$ cat src/logic/ivn_pkg.sv
// Constants and types for the interrupt vector number register bank.
// Assumes one clock domain and a 32-bit AXI4-Lite register bus.
package ivn_pkg;

  ////////////////////////////////////////////////////////////////////////////
  // Bank shape
  localparam int REG_N    = 8;
  localparam int DATA_W   = 16;
  localparam int VEC_W    = 7;
  localparam int IDX_W    = 3;
  localparam int ADDR_W   = 12;
  localparam int AXI_DW   = 32;
  localparam int LANE_W   = 8;

  // Field positions inside every vector register
  localparam int HI_LSB   = 8;
  localparam int LO_LSB   = 0;

  ////////////////////////////////////////////////////////////////////////////
  // Byte offsets of the registers on the bus
  localparam logic [ADDR_W-1:0] OFF_SERIAL_TX    = 12'h000;
  localparam logic [ADDR_W-1:0] OFF_FREERUN_CC   = 12'h004;
  localparam logic [ADDR_W-1:0] OFF_FREERUN_OVF  = 12'h008;
  localparam logic [ADDR_W-1:0] OFF_UNIT0_AB     = 12'h00C;
  localparam logic [ADDR_W-1:0] OFF_UNIT0_CD     = 12'h010;
  localparam logic [ADDR_W-1:0] OFF_UNIT0_OVF    = 12'h014;
  localparam logic [ADDR_W-1:0] OFF_UNIT1_AB     = 12'h018;
  localparam logic [ADDR_W-1:0] OFF_UNIT1_OU     = 12'h01C;
  localparam logic [ADDR_W-1:0] OFF_LAST         = OFF_UNIT1_OU;
  localparam int                WORD_LSB         = 2;

  // Register indices (offset divided by four)
  localparam logic [IDX_W-1:0] IDX_SERIAL_TX   = 3'h0;
  localparam logic [IDX_W-1:0] IDX_FREERUN_CC  = 3'h1;
  localparam logic [IDX_W-1:0] IDX_FREERUN_OVF = 3'h2;
  localparam logic [IDX_W-1:0] IDX_UNIT0_AB    = 3'h3;
  localparam logic [IDX_W-1:0] IDX_UNIT0_CD    = 3'h4;
  localparam logic [IDX_W-1:0] IDX_UNIT0_OVF   = 3'h5;
  localparam logic [IDX_W-1:0] IDX_UNIT1_AB    = 3'h6;
  localparam logic [IDX_W-1:0] IDX_UNIT1_OU    = 3'h7;

  ////////////////////////////////////////////////////////////////////////////
  // Reset value and writable bits; reserved bits are never stored
  localparam logic [DATA_W-1:0] RESET_VAL  = 16'h0000;
  localparam logic [DATA_W-1:0] MASK_PAIR  = 16'h7F7F;
  localparam logic [DATA_W-1:0] MASK_HIGH  = 16'h7F00;
  localparam logic [REG_N-1:0][DATA_W-1:0] WR_MASK = {
    MASK_PAIR, MASK_PAIR, MASK_HIGH, MASK_PAIR,
    MASK_PAIR, MASK_HIGH, MASK_PAIR, MASK_PAIR};

  // AXI response codes
  localparam logic [1:0] RESP_OKAY   = 2'h0;
  localparam logic [1:0] RESP_DECERR = 2'h3;

  ////////////////////////////////////////////////////////////////////////////
  // Interrupt sources whose vector the bank supplies
  typedef enum logic [3:0] {
    SRC_TX_EMPTY, SRC_TX_END, SRC_CAPTURE, SRC_COMPARE, SRC_FR_OVERFLOW,
    SRC_U0_REG_A, SRC_U0_REG_B, SRC_U0_REG_C, SRC_U0_REG_D,
    SRC_U0_OVERFLOW, SRC_U1_REG_A, SRC_U1_REG_B, SRC_U1_OVERFLOW,
    SRC_U1_UNDERFLOW
  } ivn_src_t;

endpackage

$ cat src/logic/ivn_vector_sel.sv
// Vector number lookup for an accepted interrupt source.
// Assumes accept pulses come from logic on the same clock.
`timescale 1ns/1ps
module ivn_vector_sel
  import ivn_pkg::*;
(
  input  wire logic                          aclk,        // Bus clock
  input  wire logic                          aresetn,     // Sync reset, low
  input  wire logic [REG_N-1:0][DATA_W-1:0]  vec_bank,    // Register contents
  input  wire logic                          accept,      // Source accepted
  input  wire ivn_src_t                      source,      // Accepted source
  output logic      [VEC_W-1:0]              vector_num,  // Supplied vector
  output logic                               vector_valid,// One-cycle strobe
  output logic                               vector_err   // Unknown source
);

  logic [IDX_W-1:0] sel_idx;
  logic             sel_high;
  logic             sel_ok;

  ////////////////////////////////////////////////////////////////////////////
  // Source to register and half
  always_comb
  begin
    sel_idx  = IDX_SERIAL_TX;
    sel_high = 1'b1;
    sel_ok   = 1'b1;
    case (source)
      SRC_TX_EMPTY:     sel_idx = IDX_SERIAL_TX;
      SRC_TX_END:
      begin
        sel_idx  = IDX_SERIAL_TX;
        sel_high = 1'b0;
      end
      SRC_CAPTURE:      sel_idx = IDX_FREERUN_CC;
      SRC_COMPARE:
      begin
        sel_idx  = IDX_FREERUN_CC;
        sel_high = 1'b0;
      end
      SRC_FR_OVERFLOW:  sel_idx = IDX_FREERUN_OVF;
      SRC_U0_REG_A:     sel_idx = IDX_UNIT0_AB;
      SRC_U0_REG_B:
      begin
        sel_idx  = IDX_UNIT0_AB;
        sel_high = 1'b0;
      end
      SRC_U0_REG_C:     sel_idx = IDX_UNIT0_CD;
      SRC_U0_REG_D:
      begin
        sel_idx  = IDX_UNIT0_CD;
        sel_high = 1'b0;
      end
      SRC_U0_OVERFLOW:  sel_idx = IDX_UNIT0_OVF;
      SRC_U1_REG_A:     sel_idx = IDX_UNIT1_AB;
      SRC_U1_REG_B:
      begin
        sel_idx  = IDX_UNIT1_AB;
        sel_high = 1'b0;
      end
      SRC_U1_OVERFLOW:  sel_idx = IDX_UNIT1_OU;
      SRC_U1_UNDERFLOW:
      begin
        sel_idx  = IDX_UNIT1_OU;
        sel_high = 1'b0;
      end
      default:          sel_ok = 1'b0;
    endcase
  end

  ////////////////////////////////////////////////////////////////////////////
  // supply current vector
  always_ff @(posedge aclk)
  begin
    if (!aresetn)
    begin
      vector_num   <= '0;
      vector_valid <= 1'b0;
      vector_err   <= 1'b0;
    end
    else
    begin
      vector_valid <= accept && sel_ok;
      vector_err   <= accept && !sel_ok;
      if (accept)
      begin
        if (!sel_ok)
          vector_num <= '0;
        else if (sel_high)
          vector_num <= vec_bank[sel_idx][HI_LSB +: VEC_W];
        else
          vector_num <= vec_bank[sel_idx][LO_LSB +: VEC_W];
      end
    end
  end

endmodule

$ cat src/logic/ivn_regs.sv
// Interrupt vector number register bank with an AXI4-Lite slave port.
// Assumes one clock, a synchronous low reset and a single bus master.
//
// Contract
// - Each vector register is 16-bit read/write and resets to all zeros.
// - Standby entry or exit never clears a register; values are kept.
// - Bits 15 and 7 are reserved and always read as zero.
// - Each vector field is seven bits, 0 to 127, readable and writable.
// - Serial transmit register bits 14:8 hold the transmit-empty vector.
// - Serial transmit register bits 6:0 hold the transmit-end vector.
// - Free-running capture/compare register: capture 14:8, compare 6:0.
// - Free-running overflow register: vector 14:8, bits 15 and 7:0 zero.
// - Unit 0 register A vector in 14:8, register B vector in 6:0.
// - Unit 0 register C vector in 14:8, register D vector in 6:0.
// - Unit 0 counter overflow vector in 14:8, bits 15 and 7:0 zero.
// - Unit 1 register A vector in 14:8, register B vector in 6:0.
// - Unit 1 counter overflow vector in 14:8, underflow in 6:0.
//
// Design decisions made here: the address map and register access over AXI4-Lite.
`timescale 1ns/1ps
module ivn_regs
  import ivn_pkg::*;
(
  input  wire logic              aclk,          // Bus clock, 25 MHz
  input  wire logic              aresetn,       // Sync reset, active low
  // Write address channel
  input  wire logic [ADDR_W-1:0] s_axi_awaddr,  // Write byte address
  input  wire logic              s_axi_awvalid, // Write address valid
  output logic                   s_axi_awready, // Write address ready
  // Write data channel
  input  wire logic [AXI_DW-1:0] s_axi_wdata,   // Write data
  input  wire logic [3:0]        s_axi_wstrb,   // Byte enables
  input  wire logic              s_axi_wvalid,  // Write data valid
  output logic                   s_axi_wready,  // Write data ready
  // Write response channel
  output logic [1:0]             s_axi_bresp,   // Write response
  output logic                   s_axi_bvalid,  // Write response valid
  input  wire logic              s_axi_bready,  // Write response ready
  // Read address channel
  input  wire logic [ADDR_W-1:0] s_axi_araddr,  // Read byte address
  input  wire logic              s_axi_arvalid, // Read address valid
  output logic                   s_axi_arready, // Read address ready
  // Read data channel
  output logic [AXI_DW-1:0]      s_axi_rdata,   // Read data
  output logic [1:0]             s_axi_rresp,   // Read response
  output logic                   s_axi_rvalid,  // Read data valid
  input  wire logic              s_axi_rready,  // Read data ready
  // Vector supply to the interrupt acceptance logic
  input  wire logic              irq_accept,    // Source accepted, pulse
  input  wire ivn_src_t          irq_source,    // Which source
  output logic [VEC_W-1:0]       vector_num,    // Vector for that source
  output logic                   vector_valid,  // Vector strobe
  output logic                   vector_err     // Source not in bank
);

  ////////////////////////////////////////////////////////////////////////////
  // Decoding shared by the read and write paths

  function automatic logic addr_hit(input logic [ADDR_W-1:0] addr);
    return (addr >> WORD_LSB) <= (OFF_LAST >> WORD_LSB);
  endfunction

  function automatic logic [IDX_W-1:0] addr_index(
    input logic [ADDR_W-1:0] addr);
    return addr[WORD_LSB +: IDX_W];
  endfunction

  // Byte-lane merge; bits outside the writable mask are forced to zero
  function automatic logic [DATA_W-1:0] lane_merge(
    input logic [DATA_W-1:0] old_val,
    input logic [DATA_W-1:0] new_val,
    input logic [1:0]        strb,
    input logic [DATA_W-1:0] mask);
    logic [DATA_W-1:0] lanes;
    lanes = {{LANE_W{strb[1]}}, {LANE_W{strb[0]}}};
    return ((old_val & ~lanes) | (new_val & lanes)) & mask;
  endfunction

  ////////////////////////////////////////////////////////////////////////////
  // Declarations

  logic [REG_N-1:0][DATA_W-1:0] vec_bank;

  logic [ADDR_W-1:0] aw_addr_q;
  logic              aw_held;
  logic [DATA_W-1:0] w_data_q;
  logic [1:0]        w_strb_q;
  logic              w_held;

  logic aw_take;
  logic w_take;
  logic ar_take;
  logic wr_fire;
  logic wr_hit;
  logic [IDX_W-1:0] wr_idx;

  logic next_aw_held;
  logic next_w_held;
  logic next_bvalid;
  logic next_rvalid;

  ////////////////////////////////////////////////////////////////////////////
  // Handshake terms

  assign aw_take = s_axi_awvalid && s_axi_awready;
  assign w_take  = s_axi_wvalid && s_axi_wready;
  assign ar_take = s_axi_arvalid && s_axi_arready;

  // A write is performed once both halves are held and no response waits
  assign wr_fire = aw_held && w_held && !s_axi_bvalid;
  assign wr_hit  = addr_hit(aw_addr_q);
  assign wr_idx  = addr_index(aw_addr_q);

  always_comb
  begin
    next_aw_held = (aw_held && !wr_fire) || aw_take;
    next_w_held  = (w_held && !wr_fire) || w_take;
    next_bvalid  = (s_axi_bvalid && !s_axi_bready) || wr_fire;
    next_rvalid  = (s_axi_rvalid && !s_axi_rready) || ar_take;
  end

  ////////////////////////////////////////////////////////////////////////////
  // Write address capture

  always_ff @(posedge aclk)
  begin
    if (!aresetn)
    begin
      aw_held   <= 1'b0;
      aw_addr_q <= '0;
    end
    else
    begin
      aw_held <= next_aw_held;
      if (aw_take)
        aw_addr_q <= s_axi_awaddr;
    end
  end

  ////////////////////////////////////////////////////////////////////////////
  // Write data capture; only the two low byte lanes carry register bits

  always_ff @(posedge aclk)
  begin
    if (!aresetn)
    begin
      w_held   <= 1'b0;
      w_data_q <= '0;
      w_strb_q <= '0;
    end
    else
    begin
      w_held <= next_w_held;
      if (w_take)
      begin
        w_data_q <= s_axi_wdata[DATA_W-1:0];
        w_strb_q <= s_axi_wstrb[1:0];
      end
    end
  end

  ////////////////////////////////////////////////////////////////////////////
  // Ready outputs; closed while a response waits so one write and
  // one read at most are ever in flight

  always_ff @(posedge aclk)
  begin
    if (!aresetn)
    begin
      s_axi_awready <= 1'b0;
      s_axi_wready  <= 1'b0;
      s_axi_arready <= 1'b0;
    end
    else
    begin
      s_axi_awready <= !next_aw_held && !next_bvalid;
      s_axi_wready  <= !next_w_held && !next_bvalid;
      s_axi_arready <= !next_rvalid;
    end
  end

  ////////////////////////////////////////////////////////////////////////////
  // Write response

  always_ff @(posedge aclk)
  begin
    if (!aresetn)
    begin
      s_axi_bvalid <= 1'b0;
      s_axi_bresp  <= RESP_OKAY;
    end
    else
    begin
      s_axi_bvalid <= next_bvalid;
      if (wr_fire)
        s_axi_bresp <= wr_hit ? RESP_OKAY : RESP_DECERR;
    end
  end

  ////////////////////////////////////////////////////////////////////////////
  // Register storage. Only the bus reset clears it: there is no standby
  // input at all, so a low-power entry cannot disturb programmed vectors.

  for (genvar g = 0; g < REG_N; g++)
  begin : g_reg
    always_ff @(posedge aclk)
    begin
      if (!aresetn)
        vec_bank[g] <= RESET_VAL;
      else if (wr_fire && wr_hit && wr_idx == IDX_W'(g))
        vec_bank[g] <= lane_merge(vec_bank[g], w_data_q, w_strb_q,
                                  WR_MASK[g]);
    end
  end

  // Field layouts below are fixed by WR_MASK and the lookup table:
  // transmit-empty high half
  // unit 0 A high, B low
  // unit 0 C high, D low
  // unit 1 A high, B low
  // reserved writes dropped, so software slips are harmless

  ////////////////////////////////////////////////////////////////////////////
  // Read path: answer one cycle after the address is taken

  always_ff @(posedge aclk)
  begin
    if (!aresetn)
    begin
      s_axi_rvalid <= 1'b0;
      s_axi_rdata  <= '0;
      s_axi_rresp  <= RESP_OKAY;
    end
    else
    begin
      s_axi_rvalid <= next_rvalid;
      if (ar_take)
      begin
        if (addr_hit(s_axi_araddr))
        begin
          s_axi_rdata <= {{(AXI_DW-DATA_W){1'b0}},
                          vec_bank[addr_index(s_axi_araddr)]};
          s_axi_rresp <= RESP_OKAY;
        end
        else
        begin
          s_axi_rdata <= '0;
          s_axi_rresp <= RESP_DECERR;
        end
      end
    end
  end

  ////////////////////////////////////////////////////////////////////////////
  // Vector supply; sees a write from the cycle after it lands

  ivn_vector_sel u_vector_sel (
    .aclk         (aclk),
    .aresetn      (aresetn),
    .vec_bank     (vec_bank),
    .accept       (irq_accept),
    .source       (irq_source),
    .vector_num   (vector_num),
    .vector_valid (vector_valid),
    .vector_err   (vector_err)
  );

endmodule

$ cat config.mk
export PLATFORM = sky130hd
export DESIGN_NAME = ivn_regs
export DESIGN_NICKNAME = d
export VERILOG_FILES = /design/src/logic/ivn_pkg.sv /design/src/logic/ivn_vector_sel.sv /design/src/logic/ivn_regs.sv
export SDC_FILE = /design/constraint.sdc
export NUM_CORES = 1
export LEC_CHECK = 0
export ABC_CLOCK_PERIOD_IN_PS = 4700
export BUFFER_PORTS_ARGS = -buffer_cell sky130_fd_sc_hd__buf_2
export CORE_MARGIN = 1.5
export CORE_UTILIZATION = 45
export CTS_CLUSTER_DIAMETER = 40
export DETAILED_ROUTE_END_ITERATION = 7
export GPL_ROUTABILITY_DRIVEN = 0
export PLACE_DENSITY = 0.65
export SLEW_MARGIN = 20
export SYNTH_ARGS = -nofsm -noshare
export SYNTH_HDL_FRONTEND = slang
export SYNTH_SLANG_ARGS = --single-unit
$ cat constraint.sdc
create_clock -name aclk -period 4.7 [get_ports aclk]
set_input_delay 0.94 -clock aclk [delete_from_list [all_inputs] [get_ports aclk]]
set_output_delay 0.94 -clock aclk [all_outputs]
set_load 0.005 [all_outputs]
# --- Yosys cells after proc, flatten, opt, wreduce, memory -nomap -nowiden ---
# Cells that the tools add are included.
# Widths: inputs -> output; s select.
word_totals:
  reg_bits: 179
  inputBits: 72
  elab_cells: 121
  output_inout_bits: 50
op_classes:
  mux: 11
  bitwise_logic: 18
  n_reduce_logical: 44
  n_eq_ne: 20
  magnitude_cmp: 4
ops:
  columns: ["cell", "count"]
  rows:
  - ["$and 15x15->15", 9]
  - ["$or 15x15->15", 8]
  - ["$bmux 16 s3", 2]
  - ["$mux 16", 2]
  - ["$eq 4x4->1 const B", 6]
  - ["$logic_and 1x1->1", 22]
  - ["$pmux 3 s7", 1]
  - ["$le 10x3->1 const B", 2]
  - ["$eq 4x3->1 const B", 4]
  - ["$mux 15", 1]
  - ["$not 15->15", 1]
  - ["$mux 7", 2]
  - ["$reduce_or 14->1", 1]
  - ["$eq 3x3->1 const B", 4]
  - ["$reduce_or 2->1", 5]
  - ["$logic_not 1->1", 9]
  - ["$eq 4x2->1 const B", 2]
  - ["$lt 3x4->1 const B", 2]
  - ["$eq 3x2->1 const B", 2]
  - ["$reduce_or 6->1", 1]
  - ["$eq 4x1->1 const B", 1]
  - ["$logic_not 4->1", 1]
  - ["$logic_or 1x1->1", 4]
  - ["$mux 2", 2]
  - ["3 further kinds", 3]

# --- Logic depth before layout (Yosys ltp) ---
depth:
  word_depth: 7
  ltp_mapped: 8
  depth_no_buf: 5

# --- By module ---
# Synthesis repeated with hierarchy kept, for this count alone.
hier_totals:
  cells_unflattened: 930
  hier_area_um2: 8587.0
by_module_without_submodules:
  columns: ["mod", "area_each_um2", "cells_per_inst", "n_inst", "seq_area_each_um2"]
  rows:
  - ["ivn_regs", 6667.6, 643, 1, 2942.8]
  - ["ivn_vector_sel", 1919.3, 287, 1, 180.2]

# --- Worst setup path before layout ---
# No wires, ideal clock.
synth_timing:
  path_kind: "input port to flip-flop"
  startpoint: "input port irq_source[0]"
  endpoint: "register u_vector_sel.vector_num[4]"
  setup_time_ns: 0.125
  arrival_ns: 2.457
  path_slack_ns: 2.118
  stages: 8
  n_path_buf: 3
  required_ns: 4.575
  cell_sequence: "buf_2 > and2_1 > buf_2 > buf_2 > mux2_2 > o22ai_1 > a211oi_1 > o41a_1"
synth_via:
  elab_chain_len: 7
  word_cells_on_any_way: 27
  classes_between: "eq/ne (13); mux (6); reduce/logical (8)"
synth_rtl:
  columns: ["item", "line_no", "rtl"]
  rows:
  - ["from (decl)", "ivn_regs.sv:50", "input wire ivn_src_t irq_source,"]
  - ["$eq 4x4->1, or another cell as far along", "ivn_vector_sel.sv:28", "case (source)"]
  - ["$reduce_or 2->1 (no source line)", null, null]
  - ["$pmux 3 s7", "ivn_vector_sel.sv:28", null]
  - ["$bmux 16 s3", "ivn_vector_sel.sv:90, ivn_vector_sel.sv:92", null]
  - ["$mux 15 (implied by the code)", "ivn_vector_sel.sv:90", "vector_num <= vec_bank[sel_idx][HI_LSB +: VEC_W];"]
  - ["$mux 7", "ivn_vector_sel.sv:89", "else if (sel_high)"]
  - ["$mux 7 *", "ivn_vector_sel.sv:87", "if (!sel_ok)"]
  - ["to (signal assigned)", "ivn_vector_sel.sv:90", null]
  - ["to (signal assigned)", "ivn_vector_sel.sv:92", "vector_num <= vec_bank[sel_idx][LO_LSB +: VEC_W];"]
  - ["to (decl)", "ivn_vector_sel.sv:12", "output logic [VEC_W-1:0] vector_num,"]
# Mark *: on every way between the ends. The rest lies on a longest branch, timed or not. The select of a mux whose other input is x is not followed.
# A chain may end at the register's enable or synchronous reset.

# --- Worst setup path after layout ---
layout_timing:
  startpoint: "input port irq_source[3]"
  endpoint: "register u_vector_sel.vector_num[4]"
# The elaborated chain is that of the path after synthesis.

==> metrics.txt <==
largest family of logic cells by synthesized area simple AND/OR/NAND/NOR gates; Post-CTS Resized 0; CP max stage delay 810 ps; status finished with violations; mux contribution to synthesized area 15.14%; CP cell instances buf_2 > and2_1 > mux2_2 > o22ai_1 > a2111oi_0 > o41a_1; post-synthesis register bit count about 160; Crit-path slowest cell and2_1; die width 139.3 um; PD cells 330.7 nW/um^2; DRC 16; largest net degree at the start of global routing 103; Seq/Total Area, Yosys 37.34%; GRT Util Overall between 20% and 30%; Post-synth EDFFs 0; Simple-Gate Fraction of Synth Area 20.87%; Buf/Inv on CP 1; Cell Rows 49; Routed Antenna Nets 0; wire length on met3 approximately 1600 um; vias per cell 5.830; DP Worst Slack 1174 ps; GRT Residual Overflow 0; first-pass GRT wire length between 30000 and 40000 um; Synth Warn # 0; Primary FF master, synth dfxtp_1; CP required 5020 ps; fmax 314.7 MHz; number of diodes 0; Fin Setup TNS 0 ps; DRT met1 WL between 10000 and 15000 um; CP Capture Type register; Starting Density between 40 and 50%; WL/cell 18.72 um; Worst Hold Class register to register; Yosys top cell area share 37.34%; Tcrit/Tclk final 67.62%; io pins 122; Initial DRC Count 761; Placed Area ~8700 sq um; critical path's top delay family simple AND/OR/NAND/NOR gates; final WL approximately 23000 um; Synth area leaders dfxtp_1 (37%), mux2i_1 (8.1%), nand2_1 (7.6%); root buf cell clkbuf_16; clk buf depth 2; Final Hold Viols 0; core area between 15000 and 20000 sq um; Die H 139.3 um; crit start category input pin; Fill cells 1723; Post-Synth Adder-Cell Area 0%; Detailed Place HPWL 15610 um; Tot Pwr 3.080 mW; number of global-route vias before repair around 6300; worst setup path class input pin to register; CTS tree built; worst setup margin approximately 1500 ps; Rel. slew slack 27.00%; Leak 3.720 nW; setup bufs post-CTS 0; synth-to-layout area growth 11.32%; clock latency on the worst-skew pair between 400 and 500 ps; # nets final 1033; area of the multi-input gates 4818 sq um; Design Area, Final 9311 sq um; Sequential Area 3123 sq um; post-synthesis compound-gate area fraction roughly a fifth; Inserted Clock Buffers 17; Async SR Flop Fraction 0%; Crit Path Max Fanout 43; initial antenna violation count 0; number of distinct library cells after synthesis 73; Critical Path AT 3500 ps; total die area 19410 sq um; Worst-Margin Slew approximately 1100 ps; Worst Skew 6.916 ps; maximum vdd drop ~0.27 mV; synthesized area per cell ~9 sq um; Hold Buf Count CTS 0; Final Slew Violations 0; Cells after Synth 935; failing checks DRC; vias 7013; final setup vio count 0; RSZ-0062 raised after global routing false; H-tree depth 4; Clock transition at path regs 70 ps; IO Port Bufs 79; max cap viols 0; mapped cell area 8364 sq um; CTS Sinks 156; Top Metal Used met4; metal2 WL 9297 um; share of cells above drive strength 1 19.10%; first-pass iteration count of the detailed router 7; post-layout minimum cycle time 3178 ps; area leader, netlist dfxtp_1; post-synthesis xor/xnor area fraction 0.1047%
## cells in the final DEF (no fill, tap or decap), types with 6 or more instances in the layout
cell | synthesis | routed
nand2_1 | 169 | 169
dfxtp_1 | 156 | 156
nor2b_1 | 81 | 81
buf_2 | 22 | 78
mux2i_1 | 68 | 68
a21boi_0 | 39 | 39
o21ai_0 | 27 | 27
a21oi_1 | 26 | 26
mux2_2 | 24 | 24
a21boi_1 | 21 | 21
conb_1 | 1 | 18
clkbuf_16 | 0 | 17
nand3_1 | 16 | 16
a22oi_1 | 15 | 15
nor2_1 | 14 | 14
a21boi_2 | 14 | 14
mux4_2 | 14 | 14
a221oi_1 | 13 | 13
a2bb2oi_1 | 9 | 9
inv_1 | 9 | 9
o22ai_1 | 9 | 9
and3_1 | 8 | 8
a32oi_1 | 8 | 8
and2_1 | 7 | 7
nor3_1 | 7 | 7
nand2b_1 | 6 | 6
## path summary, 6_finish.rpt
check	from	end	slack [ps]	cells after the start
setup / recovery	irq_source[3]	u_vector_sel.vector_num[4]	1520	6
setup reg to reg	aw_addr_q[10]	register	2490	5
hold reg to reg	aw_addr_q[8]	aw_addr_q[8]	460	2
hold / removal	aw_addr_q[8]	aw_addr_q[8]	460	2
## synth_stat cells (4+ instances only)
master     count
a21boi_2      14
and2_1         7
nand2b_1       6
nor2_1        14
a21boi_0      39
o21ai_0       27
a21oi_1       26
and3_1         8
a32oi_1        8
buf_1          7
a2111oi_0      4
nand2_2        4
a21boi_1      21
mux4_2        14
nand3_1       16
o22ai_1        9
o211ai_1       4
nand2_1      169
a2bb2oi_1      9
mux2i_1       68
buf_2         22
nor3_1         7
a211oi_1       5
a221oi_1      13
dfxtp_1      156
buf_4         20
clkbuf_1      43
inv_1          9
mux2_2        24
nor2b_1       81
a22oi_1       15
o32ai_1        5
## cell type report
class                   instances  area share (%)
clock buffers                  18           4.716
clock inverters                14           1.962
inverters                       9          0.3628
multi-input cells             694           51.75
flip-flops and latches        156           33.54
well taps                     229           3.077
repair buffers                 83           4.596
## where the power goes
| group | leakage, nW | internal [mW] | switching, mW |
|---|---|---|---|
| Clock | 0.293 | 0.861 | 0.587 |
| Combinational | 2.17 | 0.100 | 0.159 |
| Sequential | 1.26 | 1.34 | 0.0296 |
| Total | 3.72 | 2.30 | 0.776 |
## through the flow
stage | utilization [%] | hold slack, ps | cells
after global routing | 51.48 | 491.5 | 1203
after floorplan | - | 414.9 | 952
final | 51.48 | 460.4 | 1203
after CTS | 51.48 | 459.8 | 1203
after detailed placement | 48.05 | 448.2 | 1171
after global placement | 48.05 | 443.5 | 1171
## worst register-to-register path: cells and delay by family, from the launching register on
kind             cells  cell delay (ps)
and+or+nand+nor      4             1500
DFF                  1              310
muxes                1              280
## kinds of logic after synthesis
group	count (synthesis)
buffers and inverters	102
and+or+nand+nor	339
xor gates and xnor gates	1
other	1
DFF	156
muxes	106
AOI/OAI and AO/OA	230
## per-layer routing
metal  GRT usage, %  vias up
met5              0        -
met4          8.343        0
met3          5.162       33
met2          33.65      294
met1          34.82     3335
li1               -     3351
Note: power is estimated with default switching activity, not from simulation.
